File: src/rtl/rvrb_params.svh
`ifndef RVRB_PARAMS_SVH
`define RVRB_PARAMS_SVH

// Bank shape and bus geometry
`define RVRB_NREG      16
`define RVRB_AW        7
`define RVRB_AW_MAX    10
`define RVRB_OPT_W     3

// Entry order, 15 down to 0: flagsA wakeB wakeA edgeSel modeCtl dirB dirA
// portD portC portB portA pointer status pcLow bankSel indirect
`define RVRB_OFFSETS   {8'h14, 8'h12, 8'h10, 8'h0f, 8'h0e, 8'h0c, 8'h0b, 8'h08, \
                        8'h07, 8'h06, 8'h05, 8'h04, 8'h03, 8'h02, 8'h01, 8'h00}
`define RVRB_POR_VALS  {8'h00, 8'h00, 8'h00, 8'h3f, 8'hc0, 8'h3f, 8'h1f, 8'h00, \
                        8'h00, 8'h00, 8'h00, 8'hff, 8'h18, 8'h00, 8'h00, 8'h00}
`define RVRB_PIN_KEEP  {8'h00, 8'h00, 8'h00, 8'h00, 8'h00, 8'h00, 8'h00, 8'h00, \
                        8'h00, 8'h00, 8'h00, 8'hff, 8'h67, 8'h00, 8'h00, 8'hff}
`define RVRB_WAKE_KEEP {8'h7f, 8'hb1, 8'h7c, 8'hff, 8'hff, 8'hff, 8'hff, 8'hff, \
                        8'hfc, 8'hff, 8'hff, 8'hff, 8'hff, 8'hff, 8'h11, 8'hff}
`define RVRB_OPT_MASK  {8'h00, 8'h00, 8'h00, 8'h00, 8'h07, 8'h00, 8'h00, 8'h00, \
                        8'h00, 8'h00, 8'h00, 8'h00, 8'h00, 8'h00, 8'h00, 8'h00}
`define RVRB_SW_WMASK  {8'h7f, 8'hff, 8'hfc, 8'hff, 8'hff, 8'hff, 8'hff, 8'hff, \
                        8'hfc, 8'hff, 8'hff, 8'hff, 8'he7, 8'hff, 8'h11, 8'hff}

// Entry indices
`define RVRB_I_IND     4'h0
`define RVRB_I_BANK    4'h1
`define RVRB_I_PCLO    4'h2
`define RVRB_I_STS     4'h3
`define RVRB_I_PTR     4'h4
`define RVRB_I_PA      4'h5
`define RVRB_I_PB      4'h6
`define RVRB_I_PC      4'h7
`define RVRB_I_PD      4'h8
`define RVRB_I_DIRA    4'h9
`define RVRB_I_DIRB    4'ha
`define RVRB_I_MODE    4'hb
`define RVRB_I_EDGE    4'hc
`define RVRB_I_WUA     4'hd
`define RVRB_I_WUB     4'he
`define RVRB_I_SFA     4'hf

// Status bit positions
`define RVRB_INT_BIT   3'h7
`define RVRB_T_BIT     3'h4
`define RVRB_P_BIT     3'h3

// Bus responses
`define RVRB_RESP_OK   2'h0
`define RVRB_RESP_ERR  2'h2

`endif

File: src/rtl/rvrb_pkg.sv
`include "rvrb_params.svh"

package rvrb_pkg;

	typedef logic [`RVRB_NREG-1:0][7:0] rvrb_regs_t;

	typedef enum logic [1:0] {
		EV_NONE = 2'h0,
		EV_POR  = 2'h1,
		EV_PIN  = 2'h2,
		EV_WAKE = 2'h3
	} rvrb_event_t;

	typedef struct packed {
		rvrb_regs_t regs;
	} rvrb_bank_state_t;

endpackage

File: src/rtl/rvrb_reset_policy.sv
`timescale 1ns/10ps
`default_nettype none
`include "rvrb_params.svh"

module rvrb_reset_policy
	import rvrb_pkg::*;
(
	input  wire logic [`RVRB_OPT_W-1:0] option,
	input  wire rvrb_event_t            evKind,
	input  wire rvrb_regs_t             cur,
	output var  rvrb_regs_t             loaded
);

	localparam rvrb_regs_t POR_V  = `RVRB_POR_VALS;
	localparam rvrb_regs_t PIN_K  = `RVRB_PIN_KEEP;
	localparam rvrb_regs_t WAKE_K = `RVRB_WAKE_KEEP;
	localparam rvrb_regs_t OPT_M  = `RVRB_OPT_MASK;

	////////////////////////////////////////////////////////////////
	// Per entry load or retain
	for (genvar i = 0; i < `RVRB_NREG; i++) begin : g_ent
		logic [7:0] fixedVal;

		// Option bits come from the configuration word
		assign fixedVal = (POR_V[i] & ~OPT_M[i]) | ({5'h00, option} & OPT_M[i]);

		always_comb begin
			unique case (evKind)
				EV_POR:  loaded[i] = fixedVal;
				EV_PIN:  loaded[i] = (cur[i] & PIN_K[i]) | (fixedVal & ~PIN_K[i]);
				EV_WAKE: loaded[i] = cur[i] & WAKE_K[i];
				EV_NONE: loaded[i] = cur[i];
			endcase
		end
	end

endmodule

`default_nettype wire

File: src/rtl/rvrb_axil_slave.sv
`timescale 1ns/10ps
`default_nettype none
`include "rvrb_params.svh"

module rvrb_axil_slave #(
	parameter int ADDR_W = `RVRB_AW
) (
	input  wire logic              clock,
	input  wire logic              rst,
	input  wire logic [ADDR_W-1:0] awaddr,
	input  wire logic              awvalid,
	output logic                   awready,
	input  wire logic [31:0]       wdata,
	input  wire logic [3:0]        wstrb,
	input  wire logic              wvalid,
	output logic                   wready,
	output logic [1:0]             bresp,
	output logic                   bvalid,
	input  wire logic              bready,
	input  wire logic [ADDR_W-1:0] araddr,
	input  wire logic              arvalid,
	output logic                   arready,
	output logic [31:0]            rdata,
	output logic [1:0]             rresp,
	output logic                   rvalid,
	input  wire logic              rready,
	output logic                   wrEn,
	output logic [ADDR_W-1:0]      wrAddr,
	output logic [7:0]             wrData,
	input  wire logic              wrHit,
	output logic [ADDR_W-1:0]      rdAddr,
	input  wire logic [7:0]        rdData,
	input  wire logic              rdHit
);

	typedef struct packed {
		logic              awRdy;
		logic              wRdy;
		logic [ADDR_W-1:0] awAddr;
		logic [7:0]        wData;
		logic              wLane0;
		logic              bValid;
		logic [1:0]        bResp;
		logic              arRdy;
		logic              rValid;
		logic [31:0]       rData;
		logic [1:0]        rResp;
	} rvrb_slv_state_t;

	rvrb_slv_state_t s;
	rvrb_slv_state_t next_s;
	logic            wrGo;

	////////////////////////////////////////////////////////////////
	// Channel handshakes
	always_comb begin
		next_s = s;
		wrGo = 1'b0;
		if (s.awRdy && awvalid) begin
			next_s.awRdy = 1'b0;
			next_s.awAddr = awaddr;
		end
		if (s.wRdy && wvalid) begin
			next_s.wRdy = 1'b0;
			next_s.wData = wdata[7:0];
			next_s.wLane0 = wstrb[0];
		end
		// Both halves held: commit and answer
		if (!s.awRdy && !s.wRdy && !s.bValid) begin
			wrGo = 1'b1;
			next_s.bValid = 1'b1;
			next_s.bResp = wrHit ? `RVRB_RESP_OK : `RVRB_RESP_ERR;
		end
		if (s.bValid && bready) begin
			next_s.bValid = 1'b0;
			next_s.awRdy = 1'b1;
			next_s.wRdy = 1'b1;
		end
		if (s.arRdy && arvalid) begin
			next_s.arRdy = 1'b0;
			next_s.rValid = 1'b1;
			next_s.rData = {24'h000000, rdData};
			next_s.rResp = rdHit ? `RVRB_RESP_OK : `RVRB_RESP_ERR;
		end
		if (s.rValid && rready) begin
			next_s.rValid = 1'b0;
			next_s.arRdy = 1'b1;
		end
		if (rst) begin
			next_s = '0;
			next_s.awRdy = 1'b1;
			next_s.wRdy = 1'b1;
			next_s.arRdy = 1'b1;
		end
	end

	always_ff @(posedge clock) begin
		s <= next_s;
	end

	assign awready = s.awRdy;
	assign wready = s.wRdy;
	assign bvalid = s.bValid;
	assign bresp = s.bResp;
	assign arready = s.arRdy;
	assign rvalid = s.rValid;
	assign rdata = s.rData;
	assign rresp = s.rResp;
	// Lane 0 carries the whole 8-bit register
	assign wrEn = wrGo && s.wLane0;
	assign wrAddr = s.awAddr;
	assign wrData = s.wData;
	assign rdAddr = araddr;

endmodule

`default_nettype wire

File: src/rtl/rvrb_reg_bank.sv
// The AXI4-Lite interface to the registers is this design's own decision.
`timescale 1ns/10ps
`default_nettype none
`include "rvrb_params.svh"

// Summary of operation
// Indirect access port undefined at power-on, kept on pin, watchdog or wake.
// Bank select clears on resets; wake keeps only bits 4 and 0.
// Program counter low clears on resets, kept across wake-up.
// Interrupt bit clears; T and P set at power-on; arithmetic flags retained.
// After pin, watchdog or wake, T and P follow the cause.
// Indirect pointer loads all ones at power-on, kept otherwise.
// Port A data clears on resets, kept across wake-up.
// Port B data clears on resets, kept across wake-up.
// Port C bits 7..2 clear on resets, kept on wake; bits 1..0 absent.
// Port D data clears on resets, kept across wake-up.
// Port A direction loads bits 4..0 ones, 7..5 zeros; kept on wake.
// Port B direction loads bits 5..0 ones, 7..6 zeros; kept on wake.
// Mode control sets bits 7,6, clears 5..3, loads 2..0 from option.
// Option-marked bits load from the configuration word.
// Edge select loads bits 5..0 ones, 7..6 zeros; kept on wake.
// Wake control A bits 7..2 clear on resets; wake clears bit 7 only.
// Wake control B clears on resets; wake keeps bits 7,5,4,0.
// Flags A bits 6..0 clear on resets, kept on wake; bit 7 undefined.
// Undefined bits carry no guaranteed value.
// Power-on, pin, watchdog and low-voltage events all reset the bank.
// Watchdog clears T; sleep wake sets T clears P; pin run keeps both.
// Each event applies its policy on the edge it is seen.
////////////////////////////////////////////////////////////////

module rvrb_reg_bank
	import rvrb_pkg::*;
#(
	parameter int ADDR_W = `RVRB_AW
) (
	input  wire logic                   clock,
	input  wire logic                   rst,
	input  wire logic                   porEvent,
	input  wire logic                   lowVoltEvent,
	input  wire logic                   pinWdogEvent,
	input  wire logic                   watchdogCause,
	input  wire logic                   inSleep,
	input  wire logic                   wakeEvent,
	input  wire logic                   wdogClearCmd,
	input  wire logic                   sleepCmd,
	input  wire logic [`RVRB_OPT_W-1:0] oscModeOption,
	input  wire logic [ADDR_W-1:0]      awaddr,
	input  wire logic                   awvalid,
	output logic                        awready,
	input  wire logic [31:0]            wdata,
	input  wire logic [3:0]             wstrb,
	input  wire logic                   wvalid,
	output logic                        wready,
	output logic [1:0]                  bresp,
	output logic                        bvalid,
	input  wire logic                   bready,
	input  wire logic [ADDR_W-1:0]      araddr,
	input  wire logic                   arvalid,
	output logic                        arready,
	output logic [31:0]                 rdata,
	output logic [1:0]                  rresp,
	output logic                        rvalid,
	input  wire logic                   rready,
	output var  rvrb_regs_t             regsOut
);

	localparam rvrb_regs_t OFFS   = `RVRB_OFFSETS;
	localparam rvrb_regs_t POR_V  = `RVRB_POR_VALS;
	localparam rvrb_regs_t PIN_K  = `RVRB_PIN_KEEP;
	localparam rvrb_regs_t WAKE_K = `RVRB_WAKE_KEEP;
	localparam rvrb_regs_t SW_M   = `RVRB_SW_WMASK;

	if (ADDR_W < `RVRB_AW || ADDR_W > `RVRB_AW_MAX) begin : g_bad_aw
		$error("ADDR_W outside the decodable range");
	end

	rvrb_bank_state_t  st;
	rvrb_bank_state_t  next_st;
	rvrb_regs_t        rg;
	rvrb_regs_t        loaded;
	rvrb_event_t       evKind;
	logic              isPor;
	logic              isPin;
	logic              isWake;
	logic              wrEn;
	logic [ADDR_W-1:0] wrAddr;
	logic [7:0]        wrData;
	logic [ADDR_W-1:0] rdAddr;
	logic [7:0]        rdData;
	logic [4:0]        wrDec;
	logic [4:0]        rdDec;

	assign rg = st.regs;

	////////////////////////////////////////////////////////////////
	// Address decode: word aligned, hit flag over index
	function automatic logic [4:0] decode(input logic [ADDR_W-1:0] a);
		logic [4:0] r;
		r = '0;
		for (int k = 0; k < `RVRB_NREG; k++) begin
			if (a[1:0] == '0 && 8'(a >> 2) == OFFS[k]) begin
				r = {1'b1, 4'(k)};
			end
		end
		return r;
	endfunction

	assign wrDec = decode(wrAddr);
	assign rdDec = decode(rdAddr);
	assign rdData = rdDec[4] ? rg[rdDec[3:0]] : 8'h00;

	////////////////////////////////////////////////////////////////
	// Bus slave
	rvrb_axil_slave #(
		.ADDR_W (ADDR_W)
	) u_slave (
		.clock   (clock),
		.rst     (rst),
		.awaddr  (awaddr),
		.awvalid (awvalid),
		.awready (awready),
		.wdata   (wdata),
		.wstrb   (wstrb),
		.wvalid  (wvalid),
		.wready  (wready),
		.bresp   (bresp),
		.bvalid  (bvalid),
		.bready  (bready),
		.araddr  (araddr),
		.arvalid (arvalid),
		.arready (arready),
		.rdata   (rdata),
		.rresp   (rresp),
		.rvalid  (rvalid),
		.rready  (rready),
		.wrEn    (wrEn),
		.wrAddr  (wrAddr),
		.wrData  (wrData),
		.wrHit   (wrDec[4]),
		.rdAddr  (rdAddr),
		.rdData  (rdData),
		.rdHit   (rdDec[4])
	);

	////////////////////////////////////////////////////////////////
	// Event qualification, strongest first
	assign isPor = rst || porEvent || lowVoltEvent;
	assign isPin = !isPor && pinWdogEvent;
	assign isWake = !isPor && !pinWdogEvent && wakeEvent;

	always_comb begin
		if (isPor) begin
			evKind = EV_POR;
		end else if (isPin) begin
			evKind = EV_PIN;
		end else if (isWake) begin
			evKind = EV_WAKE;
		end else begin
			evKind = EV_NONE;
		end
	end

	// Per-bit load and retain tables
	rvrb_reset_policy u_policy (
		.option (oscModeOption),
		.evKind (evKind),
		.cur    (rg),
		.loaded (loaded)
	);

	////////////////////////////////////////////////////////////////
	// Next state
	always_comb begin
		next_st = st;
		next_st.regs = loaded;
		// Software loses to any reset event in the same cycle
		if (evKind == EV_NONE && wrEn && wrDec[4]) begin
			next_st.regs[wrDec[3:0]] = (rg[wrDec[3:0]] & ~SW_M[wrDec[3:0]]) | (wrData & SW_M[wrDec[3:0]]);
		end
		unique case (evKind)
			EV_POR: begin
			end
			EV_PIN: begin
				// Watchdog clears T; pin wake from sleep sets it; else kept
				next_st.regs[`RVRB_I_STS][`RVRB_T_BIT] =
					!watchdogCause && (inSleep || rg[`RVRB_I_STS][`RVRB_T_BIT]);
				next_st.regs[`RVRB_I_STS][`RVRB_P_BIT] =
					!inSleep && rg[`RVRB_I_STS][`RVRB_P_BIT];
			end
			EV_WAKE: begin
				next_st.regs[`RVRB_I_STS][`RVRB_T_BIT] = 1'b1;
				next_st.regs[`RVRB_I_STS][`RVRB_P_BIT] = 1'b0;
			end
			EV_NONE: begin
				if (wdogClearCmd) begin
					next_st.regs[`RVRB_I_STS][`RVRB_T_BIT] = 1'b1;
					next_st.regs[`RVRB_I_STS][`RVRB_P_BIT] = 1'b1;
				end else if (sleepCmd) begin
					next_st.regs[`RVRB_I_STS][`RVRB_T_BIT] = 1'b1;
					next_st.regs[`RVRB_I_STS][`RVRB_P_BIT] = 1'b0;
				end
			end
		endcase
	end

	always_ff @(posedge clock) begin
		st <= next_st;
	end

	assign regsOut = st.regs;
endmodule

`default_nettype wire

File: config.mk
export PLATFORM = sky130hd
export DESIGN_NAME = rvrb_reg_bank
export DESIGN_NICKNAME = d
export VERILOG_FILES = /design/src/rtl/rvrb_pkg.sv /design/src/rtl/rvrb_reset_policy.sv /design/src/rtl/rvrb_axil_slave.sv /design/src/rtl/rvrb_reg_bank.sv
export VERILOG_INCLUDE_DIRS = /design/src /design/src/rtl
export SDC_FILE = /design/constraint.sdc
export NUM_CORES = 1
export LEC_CHECK = 0
export ABC_AREA = 1
export BUFFER_PORTS_ARGS = -buffer_cell sky130_fd_sc_hd__buf_2
export CORE_AREA = 2 2 137 139
export DETAILED_ROUTE_END_ITERATION = 7
export DIE_AREA = 0 0 139 141
export PLACE_DENSITY_LB_ADDON = 0.08
export SYNTH_ARGS = -nofsm -noshare
export SYNTH_HDL_FRONTEND = slang
export SYNTH_SLANG_ARGS = --single-unit
File: constraint.sdc
create_clock -name clock -period 2 [get_ports clock]
set_input_delay 0.1 -clock clock [delete_from_list [all_inputs] [get_ports clock]]
set_output_delay 0.1 -clock clock [all_outputs]
set_load 0.005 [all_outputs]
# After elaboration in Yosys (flattened, before gate mapping)
# Memory sizes are Yosys's and may differ from the RTL's.
# Cells that the tools add are included.
[classes]
eq_ne = 33
bitwise = 4
reduce_logical = 68
n_lt_le_gt_ge = 3
n_mux = 67
[ops]
columns = ["operator", "count"]
rows = [
  ["$mux W5", 32],
  ["$pmux W8 S2", 10],
  ["$pmux W8 S3", 6],
  ["$bwmux W128", 1],
  ["$mux W128", 1],
  ["$bmux W8 S4", 2],
  ["$eq A5 B4 Y1 const B", 10],
  ["$logic_and A1 B1 Y1", 48],
  ["$eq A5 B3 Y1 const B", 8],
  ["$mux W8", 5],
  ["$demux W8 S4", 1],
  ["$eq A5 B5 Y1 const B", 6],
  ["$eq A5 B2 Y1 const B", 4],
  ["$and A8 B8 Y8", 2],
  ["$logic_not A8 Y1", 2],
  ["$mux W2", 7],
  ["$eq A5 B1 Y1 const B", 2],
  ["$lt A4 B5 Y1 const B", 2],
  ["$not A8 Y8", 1],
  ["$or A8 B8 Y8", 1],
  ["$reduce_or A2 Y1", 4],
  ["$logic_not A1 Y1", 7],
  ["$logic_not A2 Y1", 3],
  ["$pmux W2 S3", 1],
  ["6 further kinds", 9],
]
[totals]
wordCells = 203
regBits = 161
output_inout_bits = 169
inputBits = 68
rom_bits = 128
memories = 1
[mem_list]
columns = ["memory", "depth", "word_bits", "read_ports", "rd_clocked_by_memory_dff", "write_ports", "line", "source"]
rows = [
  ["(no name shown)", 16, 8, 1, 0, 0, "rvrb_reg_bank.sv:178", "next_st.regs[wrDec[3:0]] = (rg[wrDec[3:0]] & ~SW_M[wrDec[3:0]]) | (wrData & SW_M[wrDec[3:0]]);"],
]

# Longest topological paths before layout
[depth]
depth_word = 28
mapped_depth = 20
depth_no_buf = 18

# Cells and area by module
# A second synthesis with hierarchy kept.
[hier_totals]
hier_cells = 1780
area_unflattened_um2 = 10583.9
[modules_own_cells]
columns = ["mod", "area_per_inst_um2", "cells_each", "seq_area_each_um2", "instances"]
rows = [
  ["rvrb_reg_bank", 7906.3, 1325, 2562.5, 1],
  ["rvrb_axil_slave", 1517.7, 196, 620.6, 1],
  ["rvrb_reset_policy", 1159.9, 259, 0.0, 1],
]

# Worst setup path after synthesis
# OpenSTA, ideal clock, no wires.
[synth_path]
kind = "register to register"
startpoint = "register u_slave.s (netlist bit u_slave.wrAddr[0])"
endpoint = "register st (netlist bit regsOut[108])"
n_path_buf = 2
slack_ns = -0.073
stages_incl_launch_ff = 21
period_less_slack_ns = 2.073
arrival_time_ns = 1.960
path_cell_list = "dfxtp_1 > nor2_4 > nand2_2 > nor2_1 > nand2_2 > nand2_2 > nor2_8 > nand2_4 > inv_2 > buf_4 > nand2_1 > nand2_1 > inv_1 > nand3_1 > nand2_1 > nand3_1 > nand2_2 > nand2_2 > buf_6 > nand2_1 > nand2_1"
[synth_lines]
columns = ["element", "line", "source"]
rows = [
  ["start: declaration", "rvrb_axil_slave.sv:50", "rvrb_slv_state_t s;"],
  ["start signal: assignment", "rvrb_axil_slave.sv:98", "s <= next_s;"],
  ["end signal: assignment", "rvrb_reg_bank.sv:207", "st <= next_st;"],
  ["end: declaration", "rvrb_reg_bank.sv:77", "rvrb_bank_state_t st;"],
]

==> impl_metrics.toml <==
[grt]
grt_pass1_wl_um = 55480
antenna_found_initial = 0
track_usage = 0.3657
grt_overflow = 0
grt_max_degree = 75
first_global_vias = 9589

[floorplan]
ioPinCount = 237
core_mm2 = 0.01827
dieArea_mm2 = 0.01960
placementRows = 50
fp.dieH_um = 141
dieWidth_um = 139
start_util = 0.4718

[drt]
avgRoutedWirePerCell_um = 19.55
drt_pre_antenna_iters = 7
initialDrtViolationCount = 1042
antenna_left = 0
vias_per_cell = 5.557
drc = 0
vias = 10460
wl_um = 36800

[power]
ir_drop_mv = 0.6698
total_power_uw = 8645
power_leakage_uw = 0.005883
power_density_mw_per_mm2 = 682.8

[place]
place_inst = 1781
place_area_mm2 = 0.01074
gp_congestion = 1.026
port_buffers = 183
dp_hpwl_um = 26170

[synth]
syn_area_mm2 = 0.008618
async_flop_share = 0
synth-seq-cells = 159
seq_area_frac_synth = 0.3693
ys_types = 45
ys_top_cells_by_count = "nand2_1 (314), nand3_1 (235), dfxtp_1 (159)"
synth_edf_count = 0
synth_warnings = 0
ys_top_cells_by_area = "dfxtp_1 (37%), nand2_1 (14%), nand3_1 (14%)"
avgSynthCellArea_um2 = 6.660
synth_cells = 1294
synthFlopType = "dfxtp_1"
synth.most_common_cell = "nand2_1"
synth.top_cell.area_share = 0.3693
yosysTopAreaCell = "dfxtp_1"

[sta]
period_share = 1.171
fmax_mhz = 426.9
max_slew_margin = 0.3891
finalSetupViolations = 115
rsz0062_at_grt = "true"
worstMarginPinSlew_ps = 916.4
slew_violations = 0
layout_min_cycle_time_ps = 2342
final.setup.tns_ps = -30020
finalHoldViolCount = 0
finalClockSkew_ps = 11.06
setup_ws_ps = -342.4

[layout]
drive_gt1_frac = 0.3487
syn_to_final_growth_pct = 46.92
finalInstanceArea_mm2 = 0.01266
regArea_mm2 = 0.003202
post-route-util = 0.6932
stdcell_count = 1883
fill_cells = 1569
multi_input_area_mm2 = 0.005037
antenna_cells = 0
finalNetCount = 1704

[worst_setup_path]
arrival_ps = 2670
critPathMaxFanout = 6
worstPathBufferInverterCount = 5
r2r_start = "u_slave.wrAddr[5]$_SDFFE_PP0P_"
crit_path_start_kind = "flop"
required_ps = 2330
r2r-end = "regsOut[66]$_DFF_P_"
cp_slowest_stage_delay_ps = 400
crit_chain = "inv_2, nand4_1, buf_4, nand2_1, nor2_2, nand3_4, buf_6, buf_4, nand2_1, nand2_1, nand2_2, nand2_2, nand2_2, nand4_1, nand2_4, buf_12, o21ai_1"
critPathSlowestCell = "dfxtp_4"
cp-end-kind = "flop"
critPathTopFamily = "simple AND/OR/NAND/NOR gates"
rrSetupSlack_ps = -340
ff2ff_path_depth = 17
crit_type = "reg -> reg"

[clocking]
clk_pin_slew_worst_paths_ps = 70
cts_buffer_depth = 2
clock_latency_ps = 440
numCtsBuffers = 17
clock_sinks = 159
cts_root_buffer = "clkbuf_16"
cts_tree = "built"
cts_max_level = 4

[min_path]
hold_start = "oscModeOption[1]"
hold_class = "in -> reg"
holdPathStages = 4
holdPathEnd = "regsOut[89]$_DFF_P_"

[status]
violations = "setup timing"
outcome = "finished, violations left"

[flow_run]
drv_cap = 0
[cells by family after synthesis]
kind of cell | count (synthesis) | share of synthesized area
flip-flops | 159 | 0.3693
other | 1 | 0.0004351
multiplexers | 6 | 0.006969
AO/OA/AOI/OAI | 152 | 0.09887
AND/OR/NAND/NOR | 750 | 0.4042
buffers and inverters | 226 | 0.1202
[worst max path at each step]
stage	cells after the start	slack, ps	startpoint	end
floorplan	20	-30	u_slave.wrAddr[1]$_SDFFE_PP0P_	regsOut[108]$_DFF_P_
global placement	16	-540	u_slave.wrAddr[1]$_SDFFE_PP0P_	regsOut[76]$_DFF_P_
detailed placement	16	-560	u_slave.wrAddr[1]$_SDFFE_PP0P_	regsOut[76]$_DFF_P_
CTS	19	-260	u_slave.wrAddr[0]$_SDFFE_PP0P_	regsOut[70]$_DFF_P_
global route	17	-450	u_slave.wrAddr[5]$_SDFFE_PP0P_	regsOut[55]$_DFF_P_
finish	17	-340	u_slave.wrAddr[5]$_SDFFE_PP0P_	regsOut[66]$_DFF_P_
[area by class of cell]
type | instances | share of cell area
multi-input cells | 935 | 0.3978
flip-flops and latches | 159 | 0.2529
repair buffers | 405 | 0.2381
inverters | 117 | 0.03775
clock buffers | 18 | 0.03468
well taps | 234 | 0.02312
clock inverters | 14 | 0.01502
repair inverters | 1 | 0.0005929
[worst reg2reg max path: cells and delay by family, from the launching register on]
kind	cells	cell delay, ps
compound gates	1	70
buf+inv	5	650
flops	1	400
simple gates	11	1100
[metrics by stage]
stage	setup slack [ps]	hold WS, ps
detailed placement	-562.9	326.0
finish	-342.4	6.209
global placement	-535.3	319.0
floorplan	-34.01	210.1
CTS	-260.1	5.404
global route	-448.5	43.21
[layout by cell type, fill, tap and decap left out, types with 4 or more instances in the layout]
cell type | Yosys | routed
buf_4 | 38 | 143
nor2_4 | 3 | 14
inv_8 | 0 | 4
nand3_1 | 235 | 219
o21ai_0 | 42 | 17
a21oi_1 | 30 | 26
buf_2 | 16 | 183
a211oi_1 | 12 | 12
inv_2 | 15 | 13
nor2_1 | 83 | 67
nand2_4 | 2 | 13
o211ai_1 | 4 | 4
o21ai_2 | 0 | 19
buf_6 | 3 | 36
or2_2 | 4 | 4
mux2i_1 | 6 | 6
dlygate4sd3_1 | 0 | 25
clkbuf_16 | 0 | 19
nor3_1 | 11 | 8
inv_1 | 100 | 94
conb_1 | 1 | 26
inv_4 | 1 | 6
nand2_1 | 314 | 287
inv_6 | 0 | 7
buf_12 | 0 | 16
a21oi_2 | 0 | 4
dfxtp_4 | 0 | 4
nor2_2 | 7 | 12
o21ai_1 | 45 | 50
nand3_2 | 4 | 17
nand2_2 | 14 | 29
dfxtp_1 | 159 | 152
nand4_1 | 66 | 66
[state kept, by name, indices dropped and copies added (netlist names)]
register         cells
u_slave.rresp        1
u_slave.bvalid       1
u_slave.awready      1
u_slave.bresp        1
u_slave.rdata        8
regsOut            128
u_slave.rvalid       1
u_slave.wrData       8
u_slave.s            1
u_slave.wrAddr       7
u_slave.arready      1
u_slave.wready       1
[per-layer routing]
layer	share of wire	GRT usage
met5	0	0
met2	0.45	0.5725
met1	0.41	0.4874
met3	0.085	0.07167
met4	0.049	0.1738
[timing repair]
item / CTS / global route
gates cloned: 3 / 2
pin swaps: 34 / 21
hold buffers: 25 / 0
hold endpoints to repair: 25 / 0
endpoints found under the setup margin: 115 / 115
setup buffers: 30 / 11
resized for setup: 152 / 53
[report_power, final]
group | switching [µW] | internal, µW
Sequential | 44.6 | 3210
Clock | 1540 | 2050
Combinational | 1010 | 788
Total | 2600 | 6050
(Power assumes the default switching activity.)
